<file path="src/verilog/fu_pkg.sv">
/*
  package of the flag unit: register offsets, field layout, reset values,
  instruction classes and machine-cycle counts.
  assumes: included first in compile order; used only by package:: name.
*/
package fu_pkg;

  // ----------------------------------------------------------------
  // register offsets (byte addresses, one word each)
  // ----------------------------------------------------------------
  localparam logic [7:0] OFS_FLAGS   = 8'h00;
  localparam logic [7:0] OFS_ACC     = 8'h04;
  localparam logic [7:0] OFS_OPERAND = 8'h08;
  localparam logic [7:0] OFS_RESULT  = 8'h0C;
  localparam logic [7:0] OFS_COMMAND = 8'h10;
  localparam logic [7:0] OFS_STATUS  = 8'h14;

  // ----------------------------------------------------------------
  // flag_register bit positions
  // ----------------------------------------------------------------
  localparam int FLAG_H = 5;
  localparam int FLAG_I = 4;
  localparam int FLAG_N = 3;
  localparam int FLAG_Z = 2;
  localparam int FLAG_V = 1;
  localparam int FLAG_C = 0;

  // status field positions
  localparam int ST_BUSY    = 0;
  localparam int ST_WAITING = 1;
  localparam int ST_NMI     = 2;
  localparam int ST_LEFT    = 8;
  localparam int ST_LAST    = 16;

  // ----------------------------------------------------------------
  // reset values
  // ----------------------------------------------------------------
  localparam logic [5:0]  RST_FLAGS = 6'h10;
  localparam logic [7:0]  RST_ACC   = 8'h00;
  localparam logic [15:0] RST_WORD  = 16'h0000;
  localparam logic [1:0]  ACC_PAD   = 2'b11;

  // ----------------------------------------------------------------
  // implied flag opcodes
  // ----------------------------------------------------------------
  localparam logic [7:0] OP_CLEAR_CARRY = 8'h0C;
  localparam logic [7:0] OP_CLEAR_IRQ   = 8'h0E;
  localparam logic [7:0] OP_CLEAR_OVF   = 8'h0A;
  localparam logic [7:0] OP_SET_CARRY   = 8'h0D;
  localparam logic [7:0] OP_SET_IRQ     = 8'h0F;
  localparam logic [7:0] OP_SET_OVF     = 8'h0B;
  localparam logic [7:0] OP_ACC_TO_FLAG = 8'h06;
  localparam logic [7:0] OP_FLAG_TO_ACC = 8'h07;

  // ----------------------------------------------------------------
  // instruction classes and addressing modes
  // ----------------------------------------------------------------
  typedef enum logic [3:0] {
    CL_FLAG  = 4'h0, CL_ALU  = 4'h1, CL_RMW   = 4'h2, CL_STORE = 4'h3,
    CL_BRAN  = 4'h4, CL_TRAP = 4'h5, CL_RTI   = 4'h6, CL_WAIT  = 4'h7,
    CL_DAA   = 4'h8, CL_CPX  = 4'h9, CL_LD16  = 4'hA, CL_TEST  = 4'hB
  } fu_class_t;

  typedef enum logic [1:0] {
    AM_IMM = 2'b00, AM_DIR = 2'b01, AM_EXT = 2'b10, AM_IDX = 2'b11
  } fu_amode_t;

  // command word carried from the bus to the decoders
  typedef struct packed {
    logic [1:0] sub;
    fu_amode_t  amode;
    fu_class_t  cls;
    logic [7:0] opcode;
  } fu_cmd_t;

  // ----------------------------------------------------------------
  // machine-cycle counts
  // ----------------------------------------------------------------
  localparam logic [3:0] CYC_FLAG   = 4'h2;
  localparam logic [3:0] CYC_ALU_IM = 4'h2;
  localparam logic [3:0] CYC_RMW_A  = 4'h2;
  localparam logic [3:0] CYC_RMW_X  = 4'h6;
  localparam logic [3:0] CYC_RMW_I  = 4'h7;
  localparam logic [3:0] CYC_STA_D  = 4'h4;
  localparam logic [3:0] CYC_W16_IM = 4'h3;
  localparam logic [3:0] CYC_BRANCH = 4'h4;
  localparam logic [3:0] CYC_TRAP   = 4'hC;
  localparam logic [3:0] CYC_RTI    = 4'hA;
  localparam logic [3:0] CYC_WAIT   = 4'h9;
  localparam logic [3:0] CYC_IRQ    = 4'hC;
  localparam logic [3:0] CYC_WAKE   = 4'h4;

endpackage

</file>
<file path="src/verilog/fu_cycles.sv">
/*
  machine-cycle count of one instruction from its class and mode.
  assumes: purely combinational; the caller loads the count into its counter.
*/
module fu_cycles (
  // command
  input  wire fu_pkg::fu_cmd_t cmd_i,
  // count
  output logic [3:0]           cycles_o
);

  // ----------------------------------------------------------------
  // decode
  // ----------------------------------------------------------------
  always_comb begin
    cycles_o = fu_pkg::CYC_FLAG;
    case (cmd_i.cls)
      fu_pkg::CL_FLAG, fu_pkg::CL_DAA, fu_pkg::CL_TEST: cycles_o = fu_pkg::CYC_FLAG;
      fu_pkg::CL_ALU: cycles_o = fu_pkg::CYC_ALU_IM + 4'(cmd_i.amode);
      fu_pkg::CL_RMW: begin
        if (cmd_i.amode == fu_pkg::AM_IDX) cycles_o = fu_pkg::CYC_RMW_I;
        else if (cmd_i.amode == fu_pkg::AM_IMM) cycles_o = fu_pkg::CYC_RMW_A;
        else cycles_o = fu_pkg::CYC_RMW_X;
      end
      fu_pkg::CL_STORE: begin
        // direct is the shortest store; immediate is treated as direct
        cycles_o = fu_pkg::CYC_STA_D + 4'(cmd_i.amode) - ((cmd_i.amode == fu_pkg::AM_IMM)
                   ? 4'h0 : 4'h1);
        if (cmd_i.sub != 2'b00) cycles_o = cycles_o + 4'h1;
      end
      fu_pkg::CL_CPX, fu_pkg::CL_LD16: cycles_o = fu_pkg::CYC_W16_IM + 4'(cmd_i.amode);
      fu_pkg::CL_BRAN: cycles_o = fu_pkg::CYC_BRANCH;
      fu_pkg::CL_TRAP: cycles_o = fu_pkg::CYC_TRAP;
      fu_pkg::CL_RTI:  cycles_o = fu_pkg::CYC_RTI;
      fu_pkg::CL_WAIT: cycles_o = fu_pkg::CYC_WAIT;
      default: cycles_o = fu_pkg::CYC_FLAG;
    endcase
  end

endmodule

</file>
<file path="src/verilog/fu_flags.sv">
/*
  next flags, accumulator and result word for one instruction.
  assumes: purely combinational; values are committed by the caller at the
  end of the instruction's last machine cycle.
*/
module fu_flags (
  // command and present state
  input  wire fu_pkg::fu_cmd_t cmd_i,
  input  wire logic [5:0]      flags_i,
  input  wire logic [7:0]      acc_i,
  input  wire logic [15:0]     oper_i,
  input  wire logic [15:0]     res_i,
  // next state
  output logic [5:0]           flags_o,
  output logic [7:0]           acc_o,
  output logic [15:0]          res_o
);

  logic [7:0]  sh;
  logic        sc;
  logic [15:0] diff;

  // ----------------------------------------------------------------
  // flag logic
  // ----------------------------------------------------------------
  always_comb begin
    flags_o = flags_i;
    acc_o   = acc_i;
    res_o   = res_i;
    // arithmetic shift right keeps the sign, left shift feeds a zero
    sc      = cmd_i.sub[0] ? oper_i[0] : oper_i[7];
    sh      = cmd_i.sub[0] ? {oper_i[7], oper_i[7:1]} : {oper_i[6:0], 1'b0};
    diff    = res_i - oper_i;
    case (cmd_i.cls)
      fu_pkg::CL_FLAG: begin
        case (cmd_i.opcode)
          fu_pkg::OP_CLEAR_CARRY: flags_o[fu_pkg::FLAG_C] = 1'b0;
          fu_pkg::OP_CLEAR_IRQ:   flags_o[fu_pkg::FLAG_I] = 1'b0;
          fu_pkg::OP_CLEAR_OVF:   flags_o[fu_pkg::FLAG_V] = 1'b0;
          fu_pkg::OP_SET_CARRY:   flags_o[fu_pkg::FLAG_C] = 1'b1;
          fu_pkg::OP_SET_IRQ:     flags_o[fu_pkg::FLAG_I] = 1'b1;
          fu_pkg::OP_SET_OVF:     flags_o[fu_pkg::FLAG_V] = 1'b1;
          fu_pkg::OP_ACC_TO_FLAG: flags_o = acc_i[5:0];
          fu_pkg::OP_FLAG_TO_ACC: acc_o = {fu_pkg::ACC_PAD, flags_i};
          default: flags_o = flags_i;
        endcase
      end
      fu_pkg::CL_TEST: begin
        case (cmd_i.sub)
          2'b00: flags_o[fu_pkg::FLAG_V] = (res_i[7:0] == 8'h80);
          2'b01: flags_o[fu_pkg::FLAG_C] = (res_i[7:0] == 8'h00);
          2'b10: flags_o[fu_pkg::FLAG_V] = (oper_i[7:0] == 8'h80);
          default: flags_o[fu_pkg::FLAG_V] = (oper_i[7:0] == 8'h7F);
        endcase
      end
      fu_pkg::CL_RMW: begin
        res_o = {8'h00, sh};
        flags_o[fu_pkg::FLAG_N] = sh[7];
        flags_o[fu_pkg::FLAG_Z] = (sh == 8'h00);
        flags_o[fu_pkg::FLAG_C] = sc;
        flags_o[fu_pkg::FLAG_V] = sh[7] ^ sc;
      end
      fu_pkg::CL_DAA: begin
        // a carry already set is never cleared here
        if (acc_i[7:4] > 4'h9) flags_o[fu_pkg::FLAG_C] = 1'b1;
      end
      fu_pkg::CL_CPX: begin
        flags_o[fu_pkg::FLAG_N] = diff[15];
        flags_o[fu_pkg::FLAG_Z] = (diff == 16'h0000);
        flags_o[fu_pkg::FLAG_V] = (res_i[15] ^ oper_i[15]) & (res_i[15] ^ diff[15]);
      end
      fu_pkg::CL_LD16: begin
        res_o = oper_i;
        flags_o[fu_pkg::FLAG_N] = oper_i[15];
        flags_o[fu_pkg::FLAG_Z] = (oper_i == 16'h0000);
        flags_o[fu_pkg::FLAG_V] = 1'b0;
      end
      fu_pkg::CL_STORE: begin
        if (cmd_i.sub != 2'b00) begin
          flags_o[fu_pkg::FLAG_N] = res_i[15];
          flags_o[fu_pkg::FLAG_Z] = (res_i == 16'h0000);
          flags_o[fu_pkg::FLAG_V] = 1'b0;
        end
      end
      fu_pkg::CL_RTI:  flags_o = oper_i[5:0];
      fu_pkg::CL_TRAP: flags_o[fu_pkg::FLAG_I] = 1'b1;
      default: flags_o = flags_i;
    endcase
  end

endmodule

</file>
<file path="src/verilog/fu_top.sv">
/*
  flag unit of an 8-bit processor core: flag_register, accumulator A,
  instruction timing in machine cycles and interrupt entry, reached over APB.
  assumes: one clock, one machine cycle per clock; irq_n_i and nmi_n_i come
  from pins outside the clock domain; APB master follows the usual protocol.
*/
// Behaviour
// - flag register: bit5 half-carry, 4 irq mask, 3 negative, 2 zero, 1 overflow, 0 carry.
// - implied opcodes clear carry, irq mask (0E) or overflow (0A) only.
// - implied opcodes set carry (0D), irq mask or overflow (0B) only.
// - flag clear, set and transfer take one byte and two cycles.
// - opcode 06 loads every flag from the matching accumulator A bit.
// - opcode 07 copies flags into accumulator A, flags untouched.
// - a tested flag is set when its test holds, cleared otherwise.
// - result test: overflow set exactly when the result is 10000000.
// - result test: carry set exactly when the result is 00000000.
// - decimal adjust sets carry when upper digit exceeds nine, never clears it.
// - operand-minimum test sets overflow when the operand was 10000000.
// - operand-maximum test sets overflow when the operand was 01111111.
// - shifts make overflow equal negative XOR carry after the shift.
// - 16-bit index compare takes negative from the difference's top sign bit.
// - 16-bit compare sets overflow on two's complement overflow of the whole 16-bit difference.
// - 16-bit loads and stores set negative from result bit 15.
// - return from interrupt restores all six flags from the stacked value.
// - taking an interrupt sets mask; masked wait ends only on non-maskable interrupt.
// - accumulator ALU takes 2, 3, 4, 5 cycles immediate, direct, extended, indexed.
// - shifts take 2 on accumulator, 6 extended, 7 indexed.
// - every relative branch takes 4 cycles, taken or not.
// - software trap 12, return from interrupt 10, wait 9 cycles.
// - interrupt entry takes 12 cycles, or 4 when already waiting.
module fu_top #(
  parameter int CNT_W = 4
) (
  // clock and reset
  input  wire logic        clk_i,
  input  wire logic        nrst_i,
  // apb slave
  input  wire logic        psel_i,
  input  wire logic        penable_i,
  input  wire logic        pwrite_i,
  input  wire logic [7:0]  paddr_i,
  input  wire logic [31:0] pwdata_i,
  output logic             pready_o,
  output logic [31:0]      prdata_o,
  output logic             pslverr_o,
  // interrupt pins
  input  wire logic        irq_n_i,
  input  wire logic        nmi_n_i,
  // state
  output logic [5:0]       flags_o,
  output logic             busy_o,
  output logic             waiting_o
);

  // ----------------------------------------------------------------
  // elaboration check
  // ----------------------------------------------------------------
  if (CNT_W < 4) begin : g_bad_width
    $error("CNT_W must hold the longest count of 12");
  end

  // ----------------------------------------------------------------
  // state
  // ----------------------------------------------------------------
  typedef enum logic [1:0] {
    FS_IDLE = 2'b00,
    FS_EXEC = 2'b01,
    FS_WAIT = 2'b10,
    FS_INTR = 2'b11
  } fu_fsm_t;

  typedef struct packed {
    fu_fsm_t         st;
    logic [CNT_W-1:0] cnt;
    logic [3:0]      last;
    logic [5:0]      flags;
    logic [7:0]      acc;
    logic [15:0]     oper;
    logic [15:0]     res;
    fu_pkg::fu_cmd_t cmd;
    logic [5:0]      pflags;
    logic [7:0]      pacc;
    logic [15:0]     pres;
    logic            busy;
    logic            waiting;
    logic            ready;
    logic            err;
    logic [31:0]     rdata;
    logic [2:0]      irq_s;
    logic [2:0]      nmi_s;
    logic            irq_f;
    logic            nmi_f;
    logic            nmi_pend;
  } fu_state_t;

  fu_state_t s_reg;
  fu_state_t s_next;

  fu_pkg::fu_cmd_t new_cmd;
  logic [3:0]      new_cycles;
  logic [5:0]      calc_flags;
  logic [7:0]      calc_acc;
  logic [15:0]     calc_res;

  assign new_cmd = fu_pkg::fu_cmd_t'(pwdata_i[15:0]);

  // ----------------------------------------------------------------
  // decoders
  // ----------------------------------------------------------------
  fu_cycles u_cycles (
    .cmd_i    (new_cmd),
    .cycles_o (new_cycles)
  );

  fu_flags u_flags (
    .cmd_i   (new_cmd),
    .flags_i (s_reg.flags),
    .acc_i   (s_reg.acc),
    .oper_i  (s_reg.oper),
    .res_i   (s_reg.res),
    .flags_o (calc_flags),
    .acc_o   (calc_acc),
    .res_o   (calc_res)
  );

  // ----------------------------------------------------------------
  // next state
  // ----------------------------------------------------------------
  logic access;
  logic commit;
  logic mapped;
  logic nmi_edge;
  logic irq_want;
  logic take_irq;
  logic issue;

  always_comb begin
    s_next   = s_reg;
    access   = psel_i & penable_i;
    commit   = access & s_reg.ready & pwrite_i & ~s_reg.err;
    mapped   = 1'b1;
    issue    = 1'b0;
    s_next.ready = 1'b0;
    s_next.err   = 1'b0;

    // pin synchronisers: a change counts once the last two stages agree
    s_next.irq_s = {s_reg.irq_s[1:0], irq_n_i};
    s_next.nmi_s = {s_reg.nmi_s[1:0], nmi_n_i};
    if (s_reg.irq_s[1] == s_reg.irq_s[2]) s_next.irq_f = s_reg.irq_s[2];
    if (s_reg.nmi_s[1] == s_reg.nmi_s[2]) s_next.nmi_f = s_reg.nmi_s[2];
    // non-maskable request is a falling edge, kept until taken
    nmi_edge = s_reg.nmi_f & ~s_next.nmi_f;
    irq_want = ~s_reg.irq_f & ~s_reg.flags[fu_pkg::FLAG_I];
    take_irq = s_reg.nmi_pend | irq_want;

    // apb: one wait state, answer prepared in the first access cycle
    if (access & ~s_reg.ready) begin
      s_next.ready = 1'b1;
      s_next.rdata = 32'h0000_0000;
      if (paddr_i == fu_pkg::OFS_FLAGS) begin
        s_next.rdata = {26'h000_0000, s_reg.flags};
      end else if (paddr_i == fu_pkg::OFS_ACC) begin
        s_next.rdata = {24'h00_0000, s_reg.acc};
      end else if (paddr_i == fu_pkg::OFS_OPERAND) begin
        s_next.rdata = {16'h0000, s_reg.oper};
      end else if (paddr_i == fu_pkg::OFS_RESULT) begin
        s_next.rdata = {16'h0000, s_reg.res};
      end else if (paddr_i == fu_pkg::OFS_COMMAND) begin
        s_next.rdata = {16'h0000, s_reg.cmd};
      end else if (paddr_i == fu_pkg::OFS_STATUS) begin
        s_next.rdata[fu_pkg::ST_BUSY]    = s_reg.busy;
        s_next.rdata[fu_pkg::ST_WAITING] = s_reg.waiting;
        s_next.rdata[fu_pkg::ST_NMI]     = s_reg.nmi_pend;
        s_next.rdata[fu_pkg::ST_LEFT +: 4] = 4'(s_reg.cnt);
        s_next.rdata[fu_pkg::ST_LAST +: 4] = s_reg.last;
      end else begin
        mapped = 1'b0;
      end
      // no register changes under a running instruction; status is read-only
      s_next.err = ~mapped | (pwrite_i & (s_reg.busy | (paddr_i == fu_pkg::OFS_STATUS)));
    end

    // register writes take effect on the edge that sees pready high
    if (commit) begin
      if (paddr_i == fu_pkg::OFS_FLAGS) begin
        s_next.flags = pwdata_i[5:0];
      end else if (paddr_i == fu_pkg::OFS_ACC) begin
        s_next.acc = pwdata_i[7:0];
      end else if (paddr_i == fu_pkg::OFS_OPERAND) begin
        s_next.oper = pwdata_i[15:0];
      end else if (paddr_i == fu_pkg::OFS_RESULT) begin
        s_next.res = pwdata_i[15:0];
      end else if (paddr_i == fu_pkg::OFS_COMMAND) begin
        issue = 1'b1;
      end
    end

    // instruction sequencing
    case (s_reg.st)
      FS_IDLE: begin
        if (issue) begin
          s_next.cmd    = new_cmd;
          s_next.pflags = calc_flags;
          s_next.pacc   = calc_acc;
          s_next.pres   = calc_res;
          s_next.cnt    = CNT_W'(new_cycles);
          s_next.last   = new_cycles;
          s_next.st     = FS_EXEC;
        end else if (take_irq) begin
          s_next.cnt  = CNT_W'(fu_pkg::CYC_IRQ);
          s_next.last = fu_pkg::CYC_IRQ;
          s_next.st   = FS_INTR;
        end
      end
      FS_EXEC: begin
        s_next.cnt = s_reg.cnt - CNT_W'(1);
        if (s_reg.cnt == CNT_W'(1)) begin
          // results land at the end of the last machine cycle
          s_next.flags = s_reg.pflags;
          s_next.acc   = s_reg.pacc;
          s_next.res   = s_reg.pres;
          s_next.st    = (s_reg.cmd.cls == fu_pkg::CL_WAIT) ? FS_WAIT : FS_IDLE;
        end
      end
      FS_WAIT: begin
        // with the mask set only the non-maskable request wakes the core
        if (take_irq) begin
          s_next.cnt  = CNT_W'(fu_pkg::CYC_WAKE);
          s_next.last = fu_pkg::CYC_WAKE;
          s_next.st   = FS_INTR;
        end
      end
      default: begin
        s_next.cnt = s_reg.cnt - CNT_W'(1);
        if (s_reg.cnt == CNT_W'(1)) begin
          s_next.flags[fu_pkg::FLAG_I] = 1'b1;
          s_next.st = FS_IDLE;
        end
      end
    endcase

    // pending edge clears when its entry starts; a new edge wins
    if (((s_reg.st == FS_IDLE) & ~issue) | (s_reg.st == FS_WAIT)) begin
      if (s_reg.nmi_pend) s_next.nmi_pend = 1'b0;
    end
    if (nmi_edge) s_next.nmi_pend = 1'b1;

    s_next.busy    = (s_next.st != FS_IDLE);
    s_next.waiting = (s_next.st == FS_WAIT);
  end

  // ----------------------------------------------------------------
  // registers
  // ----------------------------------------------------------------
  always_ff @(posedge clk_i or negedge nrst_i) begin
    if (!nrst_i) begin
      s_reg          <= '0;
      s_reg.st       <= FS_IDLE;
      s_reg.flags    <= fu_pkg::RST_FLAGS;
      s_reg.acc      <= fu_pkg::RST_ACC;
      s_reg.oper     <= fu_pkg::RST_WORD;
      s_reg.res      <= fu_pkg::RST_WORD;
      s_reg.pflags   <= fu_pkg::RST_FLAGS;
      s_reg.irq_s    <= 3'b111;
      s_reg.nmi_s    <= 3'b111;
      s_reg.irq_f    <= 1'b1;
      s_reg.nmi_f    <= 1'b1;
    end else begin
      s_reg <= s_next;
    end
  end

  // ----------------------------------------------------------------
  // outputs
  // ----------------------------------------------------------------
  assign pready_o  = s_reg.ready;
  assign prdata_o  = s_reg.rdata;
  assign pslverr_o = s_reg.err;
  assign flags_o   = s_reg.flags;
  assign busy_o    = s_reg.busy;
  assign waiting_o = s_reg.waiting;

endmodule

</file>
<file path="config.mk">
export PLATFORM = sky130hd
export DESIGN_NAME = fu_top
export DESIGN_NICKNAME = d
export VERILOG_FILES = /design/src/verilog/fu_pkg.sv /design/src/verilog/fu_cycles.sv /design/src/verilog/fu_flags.sv /design/src/verilog/fu_top.sv
export SDC_FILE = /design/constraint.sdc
export NUM_CORES = 1
export LEC_CHECK = 0
export BUFFER_PORTS_ARGS = -buffer_cell sky130_fd_sc_hd__buf_2
export CORE_ASPECT_RATIO = 1.1
export CORE_MARGIN = 10
export CORE_UTILIZATION = 45
export CTS_BUF_LIST = sky130_fd_sc_hd__clkbuf_4
export CTS_CLUSTER_SIZE = 28
export DETAILED_ROUTE_END_ITERATION = 6
export MAX_ROUTING_LAYER = met4
export PLACE_DENSITY = 0.61
export SLEW_MARGIN = 20
export SYNTH_ARGS = -nofsm -noshare
export SYNTH_HDL_FRONTEND = slang
export SYNTH_HIERARCHICAL = 1
export SYNTH_SLANG_ARGS = --single-unit
</file>
<file path="constraint.sdc">
create_clock -name clk_i -period 2.88 [get_ports clk_i]
set_input_delay 0 -clock clk_i [delete_from_list [all_inputs] [get_ports clk_i]]
set_output_delay 0 -clock clk_i [all_outputs]
set_load 0.05 [all_outputs]
</file>
### Word level (Yosys, flattened, before mapping)

Index checks and enable logic that the tools add are counted.

| storage, ports and cells | value |
|---|---|
| bits in registers | 147 |
| word-level logic and storage cells | 193 |
| output and inout bits | 42 |
| bits of input ports | 47 |

| operators by class | value |
|---|---|
| add/sub/neg operators | 7 |
| muxes and demuxes | 76 |
| equal/unequal tests | 39 |
| order comparisons | 1 |
| reduce and logical (&&, ||, !) cells | 20 |
| bitwise gates (word level) | 26 |

Operators with widths:

| kind | count |
|---|---|
| 16-bit two-way mux | 5 |
| 20-bit two-way mux | 4 |
| 8-bit by 4-bit == test with 1-bit output (second input constant) | 8 |
| 16-bit zero test | 3 |
| 46-bit two-way mux | 1 |
| 40-bit two-way mux | 1 |
| 34-bit two-way mux | 1 |
| 32-bit two-way mux | 1 |
| 8-bit two-way mux | 4 |
| 16-bit case mux with 2 select lines | 1 |
| 4-bit case mux with 8 select lines | 1 |
| 10-bit two-way mux | 3 |
| 4-bit two-way mux | 7 |
| 8-bit by 3-bit == test with 1-bit output (second input constant) | 3 |
| 8-bit zero test | 3 |
| 1-bit two-way mux | 23 |
| 4-bit by 3-bit == test with 1-bit output (second input constant) | 5 |
| 6-bit case mux with 3 select lines | 1 |
| 4-bit == test (second input constant) | 4 |
| 8-bit by 5-bit == test with 1-bit output (second input constant) | 2 |
| 8-bit == test (second input constant) | 2 |
| 16-bit subtractor | 1 |
| 1-bit case mux with 3 select lines | 5 |
| 14-bit two-way mux | 1 |
| 35 further kinds | 79 |

### Longest topological paths before layout

| depth | value |
|---|---|
| depth after elaboration | 12 |
| gate-level depth with buffers | 11 |
| mapped depth without buffers | 11 |

### By module

Netlist, hierarchy kept.

By module, submodules not included:

| module | instances | cells an instance | area an instance (um^2) | seq. area each (um^2) |
|---|---|---|---|---|
| fu_top | 1 | 599 | 6616.3 | 3390.8 |
| fu_flags | 1 | 315 | 1965.6 | 0.0 |
| fu_cycles | 1 | 42 | 306.5 | 0.0 |

### Worst setup path after synthesis

OpenSTA, ideal clock, no wires.

| timing path | value |
|---|---|
| kind | register -> register |
| start point | register s_reg[108] (netlist name) |
| end point | register s_reg[70] (netlist name) |
| clock period less this slack | 2.387 ns |
| required time | 2.755 ns |
| cell stages (with the launch flop) | 12 |
| path slack | 0.493 ns |
| arrival | 2.263 ns |
| path through | dfrtp_1 inv_1 ha_1 nor2b_1 o211ai_2 a21oi_2 o31ai_2 a31o_2 mux2i_1 a211oi_1 a21oi_1 mux2_2 |

| between the ends | value |
|---|---|
| word-level cells in the longest chain between the ends | 4 |
| elaborated cells on any way between the ends | 7 |

RTL lines:

| element | line | RTL |
|---|---|---|
| start, declared | fu_top.sv:96 | `fu_state_t s_reg;` |
| start signal, assigned | fu_top.sv:269 | `s_reg <= s_next;` |
| 16-bit subtractor | fu_flags.sv:33 | `diff = res_i - oper_i;` |
| 1-bit bitwise XOR | fu_flags.sv:70 | `flags_o[fu_pkg::FLAG_V] = (res_i[15] ^ oper_i[15]) & (res_i[15] ^ diff[15]);` |
| 1-bit bitwise AND | fu_flags.sv:70 |  |
| 1-bit case mux with 7 select lines * | fu_flags.sv:34 | `case (cmd_i.cls)` |
| named net calc_flags[1] | fu_top.sv:101 | `logic [5:0] calc_flags;` |

Mark *: on every way through the listed nets, which the timed path passes. The rest lies on a longest branch.
A chain may end at the register's enable or synchronous reset.

### Worst setup path in the final report

Same ends and word-level chain as after synthesis.

==> impl_metrics.toml <==
[logic_synthesis]
synth_ff_type = "dfrtp_1"
synth_cell_type_count = 90
synth_area_leader_cell = "dfrtp_1"
synth_edf_count = 0
yosys_warnings = 6
syn_avg_cell_area_um2 = 9.30
synth_top_area_frac = 0.352
yosysSeqAreaShare = 0.381
synth.area.top_cells = "dfrtp_1 (35%), mux2_2 (6.1%), o21ai_0 (4.4%), mux2_4 (4.1%), nand2_1 (3.9%)"
syn_inst = 956
synth_area_um2 = 8890
synth_seq_cells = 135
async_reset_ff_frac = 1.00

[place]
portBuffers = 60
dpl_cell_area_um2 = 9270
place.gp.congestion = 0.984
pre_cts_ws_ps = 299
hpwl_um = 20100

[timing]
hold_viol = 0
fin_crit_ps = 2670
rsz0062_at_grt = "no"
skew_ps = 21.6
hold_ws_ps = 58.6
setup_slack_ps = 209
max_freq_mhz = 374
tightestPinTransition_ps = 835
slew_violations = 0
fin_tns_setup_ps = 0
final.period_utilization = 0.927
slew_headroom = 0.439
setup_viol = 0

[routing]
drt-initial-drc-count = 879
drc = 0
vias_per_cell = 6.07
post_drt_wl_per_cell_um = 22.5
antenna_left = 0
first_pass_iters = 6
drt_wl_total_um = 28600
vias = 7735

[floorplan]
num_io_pins = 89
coreArea_um2 = 19300
initial_utilization = 0.461
dieArea_um2 = 25800
die_width_um = 154
dieHeight_um = 167
fp-row-count = 53

[power]
irDropWorstVdd_uv = 345
p_leak_nw = 4.47
power-per-cell-area_nw_per_um2 = 659

[global_route]
gr-total-overflow = 0
gr-usage-met3 = 0.0507
grt_pass1_wl_um = 44900
met1_usage = 0.306
grt_max_degree = 80
grt_use_met2 = 0.324
grt.total_usage = 0.224
busiest_layer = "met2"
first_global_vias = 7632
antenna_found_initial = 1

[layout]
largest_reg_flops = 101
mostFrequentLayoutCells = "dfrtp_1 (125), nand2_1 (92), o21ai_0 (78)"
syn2layout_area_growth_pct = 11.3
fin_nets = 1082
drive_gt1_frac = 0.238
final_common_cell = "dfrtp_1"
finalInstanceArea_um2 = 9890

[cts]
clkTransAtPathRegs_ps = 120
cts_hold_buf = 29
cts_buffers = 17
cts_buffer_depth = 2
post-cts-setup-buffers = 0
cts-root-buf = "clkbuf_4"
cts_tree = "done"
cts_resized = 0
clock_latency_ps = 590
clock-sinks = 135
htreeDepth = 4

[worst_setup_path]
crit_path_start_kind = "register"
arrival_ps = 3150
cp-end-kind = "register"
crit_fanout = 4
critPathKind = "register to register"
required_ps = 3360

[run_status]
run_status = "finished clean"

[run]
drv.max_cap_violation_count = 0

[min_path]
min_path_type = "input pin to register"
[power by group]
group          switching [mW]  total, mW  internal, mW
logic                    1.53       2.54          1.01
registers               0.413       2.57          2.15
clock network           0.797       1.42         0.618
[logic make-up after synthesis]
group,after synthesis,share of synthesized area
simple gates,299,0.177
compound gates,263,0.186
flops,135,0.381
buf+inv,126,0.0762
mux,101,0.139
fa+ha+maj,24,0.0332
xor+xnor,7,0.00690
other cells,1,0.000422
[metrics by stage]
| stage | instances | util | power (mW) |
|---|---|---|---|
| after floorplan | 967 | - | 4.40 |
| after global placement | 1212 | 0.480 | 5.02 |
| after detailed placement | 1212 | 0.480 | 5.05 |
| after CTS | 1273 | 0.512 | 6.49 |
| after global routing | 1274 | 0.512 | 6.90 |
| final | 1274 | 0.512 | 6.52 |
[synthesized netlist by cell type, types with 5 or more instances]
cell      count
dfrtp_1     125
nand2_1      92
o21ai_0      78
nor2_1       70
a21oi_1      60
mux2_2       48
buf_4        40
clkbuf_1     37
a31oi_1      31
inv_1        31
nand3_1      30
mux2_4       24
mux2i_1      23
ha_1         22
nor3_1       17
buf_2        13
o22ai_1      13
nand2b_1     11
dfstp_2      10
nor2b_1      10
a22o_1        8
nand4_1       8
o211ai_1      7
a211oi_1      6
a21o_1        6
a32oi_1       6
and3_1        6
o21ai_1       6
and2_1        5
buf_6         5
nand3b_1      5
nor4_1        5
[worst paths after layout]
kind	start	slack [ps]	cells past startpoint	to
setup / recovery	s_reg[108]	210	11	s_reg[70]
hold reg to reg	s_next[4]	360	0	s_next[5]
hold / removal	irq_n_i	60	2	s_next[7]
setup reg to reg	s_reg[108]	210	11	s_reg[70]
max in group asynchronous	nrst_i	1910	4	s_reg[53]
min in group asynchronous	nrst_i	500	3	s_next[4]
[area by class of cell]
type	instances	area [µm²]
inverter	31	116
fill	1831	9410
clock inverter	14	175
clock buffer	18	135
tap	247	309
timing repair buffer	122	887
multi-input combinational	706	4870
antenna	1	2.50
sequential	135	3390
[worst max-delay path, stage by stage (launching register included)]
cell      delay (ps)
dfrtp_1          370
inv_1             70
ha_1             320
nor2b_1          160
o211ai_2         230
a21oi_2          120
o31ai_2          330
a31o_2           250
mux2i_1           90
a211oi_1         260
a21oi_1          100
mux2_2           260
[routing by layer]
layer,up-vias,share of wire
li1,3548,-
met1,3823,0.45
met2,329,0.45
met3,35,0.082
met4,0,0.015
met5,-,0
Note: power is estimated with default switching activity, not from simulation.
